`src/dmc_pkg.sv`:
```
// Package with register map, field layout and reset values of the two-channel transfer controller.
package dmc_pkg;
   localparam int NUM_CH = 2;
   localparam int SEL_W = 3;
   localparam int NUM_REQ = 8;

   // Register offsets on the plain register port.
   localparam logic [4:0] CH_STRIDE = 5'h08;
   localparam logic [2:0] OFF_CTRL = 3'h0;
   localparam logic [2:0] OFF_SRC_RL = 3'h1;
   localparam logic [2:0] OFF_DST_RL = 3'h2;
   localparam logic [2:0] OFF_CNT_RL = 3'h3;
   localparam logic [2:0] OFF_FWD_PTR = 3'h4;
   localparam logic [2:0] OFF_COUNT = 3'h5;
   localparam logic [4:0] IRQ_STATUS = 5'h10;
   localparam logic [4:0] IRQ_CLEAR = 5'h11;
   localparam logic [4:0] IRQ_ENABLE = 5'h12;

   // Control register field positions.
   localparam int CTRL_FWD_BIT = 0;
   localparam int CTRL_EN_BIT = 3;
   localparam int CTRL_FLAG_BIT = 4;
   localparam int CTRL_SEL_LSB = 5;

   // Values after reset, and the count value that marks the last transfer.
   localparam logic [15:0] WORD_RST = 16'h0000;
   localparam logic [1:0] IRQ_RST = 2'h0;
   localparam logic [15:0] COUNT_LAST = 16'h0001;

   typedef logic [15:0] dmc_word_t;

   // Control register layout, bit 7 down to bit 0.
   typedef struct packed {
      logic [SEL_W-1:0] sel;
      logic flag;
      logic enable;
      logic [1:0] rsvd;
      logic fwd_dst;
   } dmc_ctrl_s;

   localparam dmc_ctrl_s CTRL_RST = '{sel: 3'h0, flag: 1'b0, enable: 1'b0, rsvd: 2'h0,
                                      fwd_dst: 1'b0};
endpackage : dmc_pkg

```
`src/dmc_chan_if.sv`:
```
// Interface between the controller top and one transfer channel.
`timescale 1ns/10ps
interface dmc_chan_if;
   import dmc_pkg::*;
   logic wr_ctrl;
   logic wr_src_rl;
   logic wr_dst_rl;
   logic wr_cnt_rl;
   dmc_word_t wdata;
   logic [NUM_REQ-1:0] req_lines;
   logic grant;
   dmc_ctrl_s ctrl;
   dmc_word_t src_rl;
   dmc_word_t dst_rl;
   dmc_word_t cnt_rl;
   dmc_word_t fwd_ptr;
   dmc_word_t count;
   dmc_word_t src_addr;
   dmc_word_t dst_addr;
   logic want;
   logic done;

   modport top (output wr_ctrl, output wr_src_rl, output wr_dst_rl, output wr_cnt_rl,
                output wdata, output req_lines, output grant, input ctrl, input src_rl,
                input dst_rl, input cnt_rl, input fwd_ptr, input count, input src_addr,
                input dst_addr, input want, input done);
   modport chan (input wr_ctrl, input wr_src_rl, input wr_dst_rl, input wr_cnt_rl,
                 input wdata, input req_lines, input grant, output ctrl, output src_rl,
                 output dst_rl, output cnt_rl, output fwd_ptr, output count, output src_addr,
                 output dst_addr, output want, output done);
endinterface : dmc_chan_if

```
`src/dmc_channel.sv`:
```
// One transfer channel: enable, reloads, request flag and pointer stepping.
`timescale 1ns/10ps
module dmc_channel
   import dmc_pkg::*;
(
   input wire logic clk,
   input wire logic rst_n,
   dmc_chan_if.chan cif
);
   typedef struct packed {
      dmc_ctrl_s ctrl;
      logic req_prev;
      dmc_word_t src_rl;
      dmc_word_t dst_rl;
      dmc_word_t cnt_rl;
      dmc_word_t fwd_ptr;
      dmc_word_t count;
   } dmc_chan_s;

   dmc_chan_s s_reg;
   dmc_chan_s s_next;
   dmc_ctrl_s wctrl;
   logic sel_now;
   logic req_edge;
   logic xfer;

   assign wctrl = dmc_ctrl_s'(cif.wdata[7:0]);
   // The previous level is of the line selected a cycle earlier, so a new selection can fake an edge.
   assign sel_now = cif.req_lines[s_reg.ctrl.sel];
   assign req_edge = sel_now & ~s_reg.req_prev;
   assign xfer = cif.grant & cif.want;

   // Next state: transfer first, then software writes, then request set, which wins any clear.
   always_comb begin
      s_next = s_reg;
      s_next.req_prev = sel_now;
      if (xfer) begin
         s_next.ctrl.flag = 1'b0;
         s_next.fwd_ptr = s_reg.fwd_ptr + 16'h0001;
         s_next.count = s_reg.count - 16'h0001;
         if (s_reg.count == COUNT_LAST) begin
            s_next.ctrl.enable = 1'b0;
         end
      end
      if (cif.wr_ctrl) begin
         s_next.ctrl.sel = wctrl.sel;
         s_next.ctrl.fwd_dst = wctrl.fwd_dst;
         if (!wctrl.enable) begin
            s_next.ctrl.enable = 1'b0;
         end else if (!s_reg.ctrl.enable) begin
            // Activation from idle restarts from scratch; writing one while the bit already reads one reloads nothing.
            s_next.ctrl.enable = 1'b1;
            s_next.fwd_ptr = wctrl.fwd_dst ? s_reg.dst_rl : s_reg.src_rl;
            s_next.count = s_reg.cnt_rl;
         end
         if (!wctrl.flag) begin
            s_next.ctrl.flag = 1'b0;
         end
      end
      if (cif.wr_src_rl) begin
         s_next.src_rl = cif.wdata;
      end
      if (cif.wr_dst_rl) begin
         s_next.dst_rl = cif.wdata;
      end
      if (cif.wr_cnt_rl) begin
         s_next.cnt_rl = cif.wdata;
      end
      // The flag is set whatever the enable says and stays until served or cleared.
      if (req_edge) begin
         s_next.ctrl.flag = 1'b1;
      end
   end

   // State register.
   always_ff @(posedge clk or negedge rst_n) begin
      if (!rst_n) begin
         s_reg <= '{ctrl: CTRL_RST, req_prev: 1'b0, src_rl: WORD_RST, dst_rl: WORD_RST,
                    cnt_rl: WORD_RST, fwd_ptr: WORD_RST, count: WORD_RST};
      end else begin
         s_reg <= s_next;
      end
   end

   // Outputs towards the top; the fixed pointer is taken straight from its reload value.
   assign cif.ctrl = s_reg.ctrl;
   assign cif.src_rl = s_reg.src_rl;
   assign cif.dst_rl = s_reg.dst_rl;
   assign cif.cnt_rl = s_reg.cnt_rl;
   assign cif.fwd_ptr = s_reg.fwd_ptr;
   assign cif.count = s_reg.count;
   assign cif.src_addr = s_reg.ctrl.fwd_dst ? s_reg.src_rl : s_reg.fwd_ptr;
   assign cif.dst_addr = s_reg.ctrl.fwd_dst ? s_reg.fwd_ptr : s_reg.dst_rl;
   assign cif.want = s_reg.ctrl.enable & s_reg.ctrl.flag;
   assign cif.done = xfer & (s_reg.count == COUNT_LAST);

   a_flag_set_edge: assert property (@(posedge clk) disable iff (!rst_n)
      req_edge |=> s_reg.ctrl.flag) else $error("request edge did not set flag");
   a_flag_clr_xfer: assert property (@(posedge clk) disable iff (!rst_n)
      xfer && !req_edge |=> !s_reg.ctrl.flag) else $error("flag kept after transfer");
   a_sw_one_ignored: assert property (@(posedge clk) disable iff (!rst_n)
      cif.wr_ctrl && wctrl.flag && !s_reg.ctrl.flag && !req_edge |=> !s_reg.ctrl.flag)
      else $error("software set the request flag");
   a_enable_count_rl: assert property (@(posedge clk) disable iff (!rst_n)
      cif.wr_ctrl && wctrl.enable && !s_reg.ctrl.enable
      |=> s_reg.ctrl.enable && s_reg.count == $past(s_reg.cnt_rl))
      else $error("activation missed counter reload");
   a_enable_ptr_rl: assert property (@(posedge clk) disable iff (!rst_n)
      cif.wr_ctrl && wctrl.enable && !wctrl.fwd_dst && !s_reg.ctrl.enable
      |=> s_reg.fwd_ptr == $past(s_reg.src_rl)) else $error("pointer not reloaded");
   a_pending_hold: assert property (@(posedge clk) disable iff (!rst_n)
      !s_reg.ctrl.enable && s_reg.ctrl.flag && !cif.wr_ctrl |=> s_reg.ctrl.flag)
      else $error("pending request lost");
endmodule : dmc_channel

```
`src/dmc_top.sv`:
```
// Top of the two-channel transfer controller: register port, arbitration, interrupt.
// Register map, word per index: channel n at n*8 (control, source reload, destination
// reload, count reload, forward pointer, count), then interrupt status, clear and enable.
//
// Local design decisions: the address-and-strobe port and the address map.
`timescale 1ns/10ps
module dmc_top
   import dmc_pkg::*;
(
   input wire logic clk,
   input wire logic rst_n,
   input wire logic [4:0] addr,
   input wire logic [15:0] wdata,
   input wire logic wr,
   input wire logic rd,
   output logic [15:0] rdata,
   input wire logic [NUM_REQ-1:0] req_lines,
   output logic xfer_valid,
   output logic xfer_chan,
   output logic [15:0] xfer_src,
   output logic [15:0] xfer_dst,
   output logic irq
);
   typedef struct packed {
      dmc_word_t rdata;
      logic [NUM_CH-1:0] status;
      logic [NUM_CH-1:0] irq_en;
      logic irq;
      logic xv;
      logic xch;
      dmc_word_t xsrc;
      dmc_word_t xdst;
   } dmc_top_s;

   dmc_top_s s_reg;
   dmc_top_s s_next;
   dmc_ctrl_s ch_ctrl [NUM_CH];
   dmc_word_t ch_src_rl [NUM_CH];
   dmc_word_t ch_dst_rl [NUM_CH];
   dmc_word_t ch_cnt_rl [NUM_CH];
   dmc_word_t ch_fwd [NUM_CH];
   dmc_word_t ch_count [NUM_CH];
   dmc_word_t ch_src_addr [NUM_CH];
   dmc_word_t ch_dst_addr [NUM_CH];
   logic [NUM_CH-1:0] ch_want;
   logic [NUM_CH-1:0] ch_grant;
   logic [NUM_CH-1:0] ch_done;

   dmc_chan_if cif [NUM_CH] ();

   // Channel 0 has fixed priority; a lower channel's request holds the other off one cycle.
   assign ch_grant[0] = ch_want[0];
   assign ch_grant[1] = ch_want[1] & ~ch_want[0];

   // Per-channel write strobes and readback wiring.
   for (genvar g = 0; g < NUM_CH; g++) begin : gen_ch
      localparam logic [4:0] BASE = CH_STRIDE * 5'(g);
      assign cif[g].wr_ctrl = wr && (addr == (BASE | {2'b00, OFF_CTRL}));
      assign cif[g].wr_src_rl = wr && (addr == (BASE | {2'b00, OFF_SRC_RL}));
      assign cif[g].wr_dst_rl = wr && (addr == (BASE | {2'b00, OFF_DST_RL}));
      assign cif[g].wr_cnt_rl = wr && (addr == (BASE | {2'b00, OFF_CNT_RL}));
      assign cif[g].wdata = wdata;
      assign cif[g].req_lines = req_lines;
      assign cif[g].grant = ch_grant[g];
      assign ch_ctrl[g] = cif[g].ctrl;
      assign ch_src_rl[g] = cif[g].src_rl;
      assign ch_dst_rl[g] = cif[g].dst_rl;
      assign ch_cnt_rl[g] = cif[g].cnt_rl;
      assign ch_fwd[g] = cif[g].fwd_ptr;
      assign ch_count[g] = cif[g].count;
      assign ch_src_addr[g] = cif[g].src_addr;
      assign ch_dst_addr[g] = cif[g].dst_addr;
      assign ch_want[g] = cif[g].want;
      assign ch_done[g] = cif[g].done;

      dmc_channel u_chan (
         .clk(clk),
         .rst_n(rst_n),
         .cif(cif[g])
      );
   end

   // Next state of the register port, interrupt logic and transfer output.
   always_comb begin
      logic chs;
      logic [2:0] off;
      chs = addr[3];
      off = addr[2:0];
      s_next = s_reg;
      s_next.rdata = WORD_RST;
      s_next.xv = 1'b0;
      // Reads answer one cycle later; unmapped and write-only addresses read zero.
      if (rd) begin
         if (addr[4]) begin
            if (addr == IRQ_STATUS) begin
               s_next.rdata = {14'h0000, s_reg.status};
            end else if (addr == IRQ_ENABLE) begin
               s_next.rdata = {14'h0000, s_reg.irq_en};
            end
         end else if (off == OFF_CTRL) begin
            // The enable bit shows whether the channel is active.
            s_next.rdata = {8'h00, ch_ctrl[chs]};
         end else if (off == OFF_SRC_RL) begin
            s_next.rdata = ch_src_rl[chs];
         end else if (off == OFF_DST_RL) begin
            s_next.rdata = ch_dst_rl[chs];
         end else if (off == OFF_CNT_RL) begin
            s_next.rdata = ch_cnt_rl[chs];
         end else if (off == OFF_FWD_PTR) begin
            s_next.rdata = ch_fwd[chs];
         end else if (off == OFF_COUNT) begin
            s_next.rdata = ch_count[chs];
         end
      end
      // Clearing happens before setting, so a completion in the clearing cycle is kept.
      if (wr && addr == IRQ_CLEAR) begin
         s_next.status = s_reg.status & ~wdata[NUM_CH-1:0];
      end
      s_next.status = s_next.status | ch_done;
      if (wr && addr == IRQ_ENABLE) begin
         s_next.irq_en = wdata[NUM_CH-1:0];
      end
      s_next.irq = |(s_next.status & s_next.irq_en);
      // A granted channel presents its transfer in the following cycle.
      if (ch_grant[0]) begin
         s_next.xv = 1'b1;
         s_next.xch = 1'b0;
         s_next.xsrc = ch_src_addr[0];
         s_next.xdst = ch_dst_addr[0];
      end else if (ch_grant[1]) begin
         s_next.xv = 1'b1;
         s_next.xch = 1'b1;
         s_next.xsrc = ch_src_addr[1];
         s_next.xdst = ch_dst_addr[1];
      end
   end

   // State register.
   always_ff @(posedge clk or negedge rst_n) begin
      if (!rst_n) begin
         s_reg <= '{rdata: WORD_RST, status: IRQ_RST, irq_en: IRQ_RST, irq: 1'b0, xv: 1'b0,
                    xch: 1'b0, xsrc: WORD_RST, xdst: WORD_RST};
      end else begin
         s_reg <= s_next;
      end
   end

   assign rdata = s_reg.rdata;
   assign xfer_valid = s_reg.xv;
   assign xfer_chan = s_reg.xch;
   assign xfer_src = s_reg.xsrc;
   assign xfer_dst = s_reg.xdst;
   assign irq = s_reg.irq;

   a_active_served: assert property (@(posedge clk) disable iff (!rst_n)
      ch_want[0] |=> xfer_valid && !xfer_chan) else $error("active request not served");
   a_ctrl_read_enable: assert property (@(posedge clk) disable iff (!rst_n)
      rd && addr == {2'b00, OFF_CTRL} |=> rdata[CTRL_EN_BIT] == $past(ch_ctrl[0].enable))
      else $error("enable readback wrong");
   // A clear written right after the completion may drop the line again, so only one cycle is held.
   a_irq_done: assert property (@(posedge clk) disable iff (!rst_n)
      |(ch_done & s_reg.irq_en) && !(wr && addr == IRQ_ENABLE) |=> irq)
      else $error("completion interrupt missing");
endmodule : dmc_top

```
`config.mk`:
```
export PLATFORM = sky130hd
export DESIGN_NAME = dmc_top
export DESIGN_NICKNAME = d
export VERILOG_FILES = /design/src/dmc_pkg.sv /design/src/dmc_chan_if.sv /design/src/dmc_channel.sv /design/src/dmc_top.sv
export SDC_FILE = /design/constraint.sdc
export NUM_CORES = 1
export LEC_CHECK = 0
export CELL_PAD_IN_SITES_DETAIL_PLACEMENT = 0
export CELL_PAD_IN_SITES_GLOBAL_PLACEMENT = 1
export CORE_ASPECT_RATIO = 1.2
export CORE_MARGIN = 4
export CORE_UTILIZATION = 46
export DETAILED_ROUTE_END_ITERATION = 16
export DONT_BUFFER_PORTS = 1
export PLACE_DENSITY_LB_ADDON = 0.05
export SLEW_MARGIN = 20
export SYNTH_ARGS = -nofsm -noshare
export SYNTH_HDL_FRONTEND = slang
export SYNTH_SLANG_ARGS = --single-unit
```
`constraint.sdc`:
```
create_clock -name clk -period 2.3 [get_ports clk]
set_input_delay 0.345 -clock clk [delete_from_list [all_inputs] [get_ports clk]]
set_output_delay 0.345 -clock clk [all_outputs]
set_load 0.02 [all_outputs]
```
==> results.json <==
{
  "outcome": "complete, but fails checks",
  "violations": "negative hold slack",
  "slew_viol_final": 0,
  "crit_family": "simple AND/OR/NAND/NOR gates",
  "rr_worst_depth": 4,
  "critPathMostFrequentCell": "or4_4",
  "clock_path_buffers": 3,
  "vdd_drop_max_mv": 0.7507,
  "cts_hold_buf": 20,
  "grt-ovfl-total": 0,
  "fp.dieH_um": 191.9,
  "die_area_um2": 30930,
  "dpl_cell_area_um2": 13270,
  "cts_max_level": 1,
  "timing.fmax_mhz": 450.6,
  "insertion_delay_ps": 540,
  "via_count": 9683,
  "grt_pass1_wl_mm": 62.96,
  "crit_fanout": 4,
  "top_layer_used": "met5",
  "finClkSkew_ps": 8.523,
  "cts.sinks": 229,
  "maxSlewHeadroom": 0.4771,
  "netlist_area_um2": 12960,
  "p_switching_mw": 5.619,
  "slowest_delay_ps": 550,
  "area_growth_pct": 10.46,
  "place.port_buffers": 0,
  "wl_per_cell_um": 26.00,
  "fin_util": 0.5143,
  "endpoint_kind": "register",
  "reg2reg_slack_ps": 80,
  "firstDrtPassIters": 5,
  "critPathSlowestCell": "or4_4",
  "first_iter_violations": 667,
  "synth_edf_count": 0,
  "hp-class": "input port to async pin",
  "ios": 84,
  "path_buf_inv": 0,
  "period_share": 0.9650,
  "path_class": "register to register",
  "timing.rr.start": "gen_ch[1].u_chan.cif.count[10]$_DFF_PN0_",
  "root_buffer": "clkbuf_16",
  "drcViolationCount": 0,
  "grt_usage": 0.2700,
  "synth-async-reset-ratio": 1.000,
  "rsz0062_at_grt": "false",
  "met2_length_mm": 19.47,
  "gp_congestion": 0.9121,
  "arrival_ps": 2670,
  "cts_tree": "built",
  "synthDistinctLibCells": 62,
  "crit_path_start_kind": "register",
  "crit_start": "gen_ch[1].u_chan.cif.count[10]$_DFF_PN0_",
  "cp.depth": 4,
  "ant_nets": 0,
  "ys_seq_elements": 229,
  "avgSynthCellArea_um2": 10.54,
  "yosysTopAreaCell": "dfrtp_1",
  "drv_cap": 0,
  "pwr-share-comb": 0.273,
  "leakage_nw": 5.913,
  "power_frac_seq": 0.455,
  "tightest_slew_ps": 784.4,
  "grt_max_degree": 230,
  "start_util": 0.4656,
  "crit_chain": "or4_4 -> or4_4 -> or4_1 -> a31oi_1",
  "antenna_found_initial": 1,
  "pre_cts_ws_ps": 71.55,
  "hold_violations": 229,
  "core_um2": 27830,
  "synth_area_leaders": "dfrtp_1 (44%), mux2_2 (12%), mux2i_1 (6.8%), o21ai_0 (3.5%), nand2_1 (3.1%)",
  "finalWirelength_mm": 41.57,
  "p_int_mw": 9.703,
  "dpl.hpwl_mm": 28.93,
  "nets": 1241,
  "diodes": 0,
  "cts_buffers": 25,
  "clkPwrFrac": 0.272,
  "rows": 67,
  "ys_seq_area_frac": 0.4422,
  "crit_end": "gen_ch[1].u_chan.cif.count[14]$_DFF_PN0_",
  "drt-met1-wl_mm": 19.04,
  "die_w_um": 161.2,
  "setup_viol": 0,
  "cts_post_setup_buffers_inserted": 0,
  "ys.flop_type": "dfrtp_1",
  "drive_gt1_frac": 0.2254,
  "grt_pass1_vias": 9765,
  "final_area_um2": 14310,
  "final.setup.tns_ps": 0,
  "wl_met3_mm": 1.985,
  "synth_top_area_frac": 0.4422,
  "worst_slack_ps": 80.59,
  "clk_pin_slew_worst_paths_ps": 60,
  "syn-num-nets": 1269,
  "synth_cells": 1230,
  "p_per_area_nw_per_um2": 1070,
  "whs_ps": -496.5,
  "yosysWarnings": 0,
  "r2r-end": "gen_ch[1].u_chan.cif.count[14]$_DFF_PN0_",
  "cp.required_ps": 2750,
  "min_period_ps": 2219,
  "swShare": 0.3667,
  "routed_via_density": 6.056
}
-- metal layers --
metal	global-route usage	vias to the layer above
met5	0	-
met4	0.07614	2
met3	0.03305	71
met2	0.4405	243
met1	0.3825	4956
li1	-	4411
-- cell type report --
class	instances	area (um^2)
Fill cell	2580	13520
Clock buffer	38	754.5
Timing Repair Buffer	80	700.7
Inverter	15	56.30
Multi-Input combinational cell	851	6509
Tap cell	379	474.2
Sequential cell	229	5732
Clock inverter	7	87.58
-- placed cells by master, fill, tap and decap left out, types with 10 or more instances in the layout --
cell type and n:
nand4_1 14, clkbuf_16 25, dlygate4sd3_1 20, dfrtp_1 228, xor2_1 13, buf_4 56
a31oi_1 23, nor2_1 35, mux2_2 143, or3_1 14, o31ai_1 15, mux4_2 17
inv_1 15, o221ai_1 10, a211oi_1 34, mux2i_1 88, nand2_1 106, nor4_1 12
nor2b_1 40, xnor2_1 22, nand3_1 21, a21oi_1 41, or4_1 13, o21ai_0 90
-- power groups by stage --
stage	Clock, mW	Sequential (mW)	Combinational [mW]
after floorplan	0	6.05	3.77
after global placement	0	7.01	4.05
after detailed placement	0	7.05	4.08
after CTS	4.24	6.98	4.17
after global routing	4.40	7.16	4.62
final	4.17	6.98	4.18
-- logic make-up after synthesis --
| kind of cell | count (synthesis) | share of synthesized area |
|---|---|---|
| and+or+nand+nor | 311 | 0.1259 |
| AOI/OAI and AO/OA | 250 | 0.1205 |
| muxes | 249 | 0.2238 |
| DFF | 229 | 0.4422 |
| buffers and inverters | 150 | 0.05812 |
| xor gates and xnor gates | 35 | 0.02366 |
| adders and majority gates | 6 | 0.005793 |
-- worst min path at each step --
stage	startpoint	end	slack [ps]	cells after the start
final	rst_n	gen_ch[0].u_chan.cif.src_rl[0]$_DFFE_PN0P_	-500	0
after global routing	rst_n	xfer_src[6]$_DFFE_PN0P_	-520	0
after CTS	rst_n	xfer_src[6]$_DFFE_PN0P_	-510	0
after detailed placement	rst_n	xfer_src[6]$_DFFE_PN0P_	60	0
after global placement	rst_n	xfer_src[6]$_DFFE_PN0P_	60	0
after floorplan	rst_n	gen_ch[0].u_chan.cif.cnt_rl[0]$_DFFE_PN0P_	50	0
-- per-stage QoR --
stage | cells | power, mW | hold slack [ps]
final | 1599 | 15.32 | -496.5
after global routing | 1599 | 16.18 | -515.2
after CTS | 1599 | 15.39 | -513.8
after detailed placement | 1534 | 11.13 | 57.86
after global placement | 1534 | 11.06 | 56.37
after floorplan | 1230 | 9.824 | 49.41
-- cell usage after synthesis, types with 15 or more instances --
| master | n |
|---|---|
| o31ai_1 | 15 |
| clkbuf_1 | 64 |
| mux4_2 | 17 |
| nor2b_1 | 40 |
| a31oi_1 | 23 |
| mux2i_1 | 88 |
| a211oi_1 | 34 |
| nor2_1 | 36 |
| o21ai_0 | 90 |
| mux2_2 | 143 |
| buf_1 | 15 |
| a21oi_1 | 41 |
| xnor2_1 | 22 |
| buf_4 | 48 |
| nand2_1 | 107 |
| dfrtp_1 | 229 |
| inv_1 | 15 |
| nand3_1 | 22 |
-- timing repair --
action / 4_1_cts / 5_1_grt
gates resized for setup: 0 / 1
endpoints found under the hold margin: 346 / 229
setup endpoints to repair: 0 / 1
No activity file was read; power rests on OpenSTA's default activity.
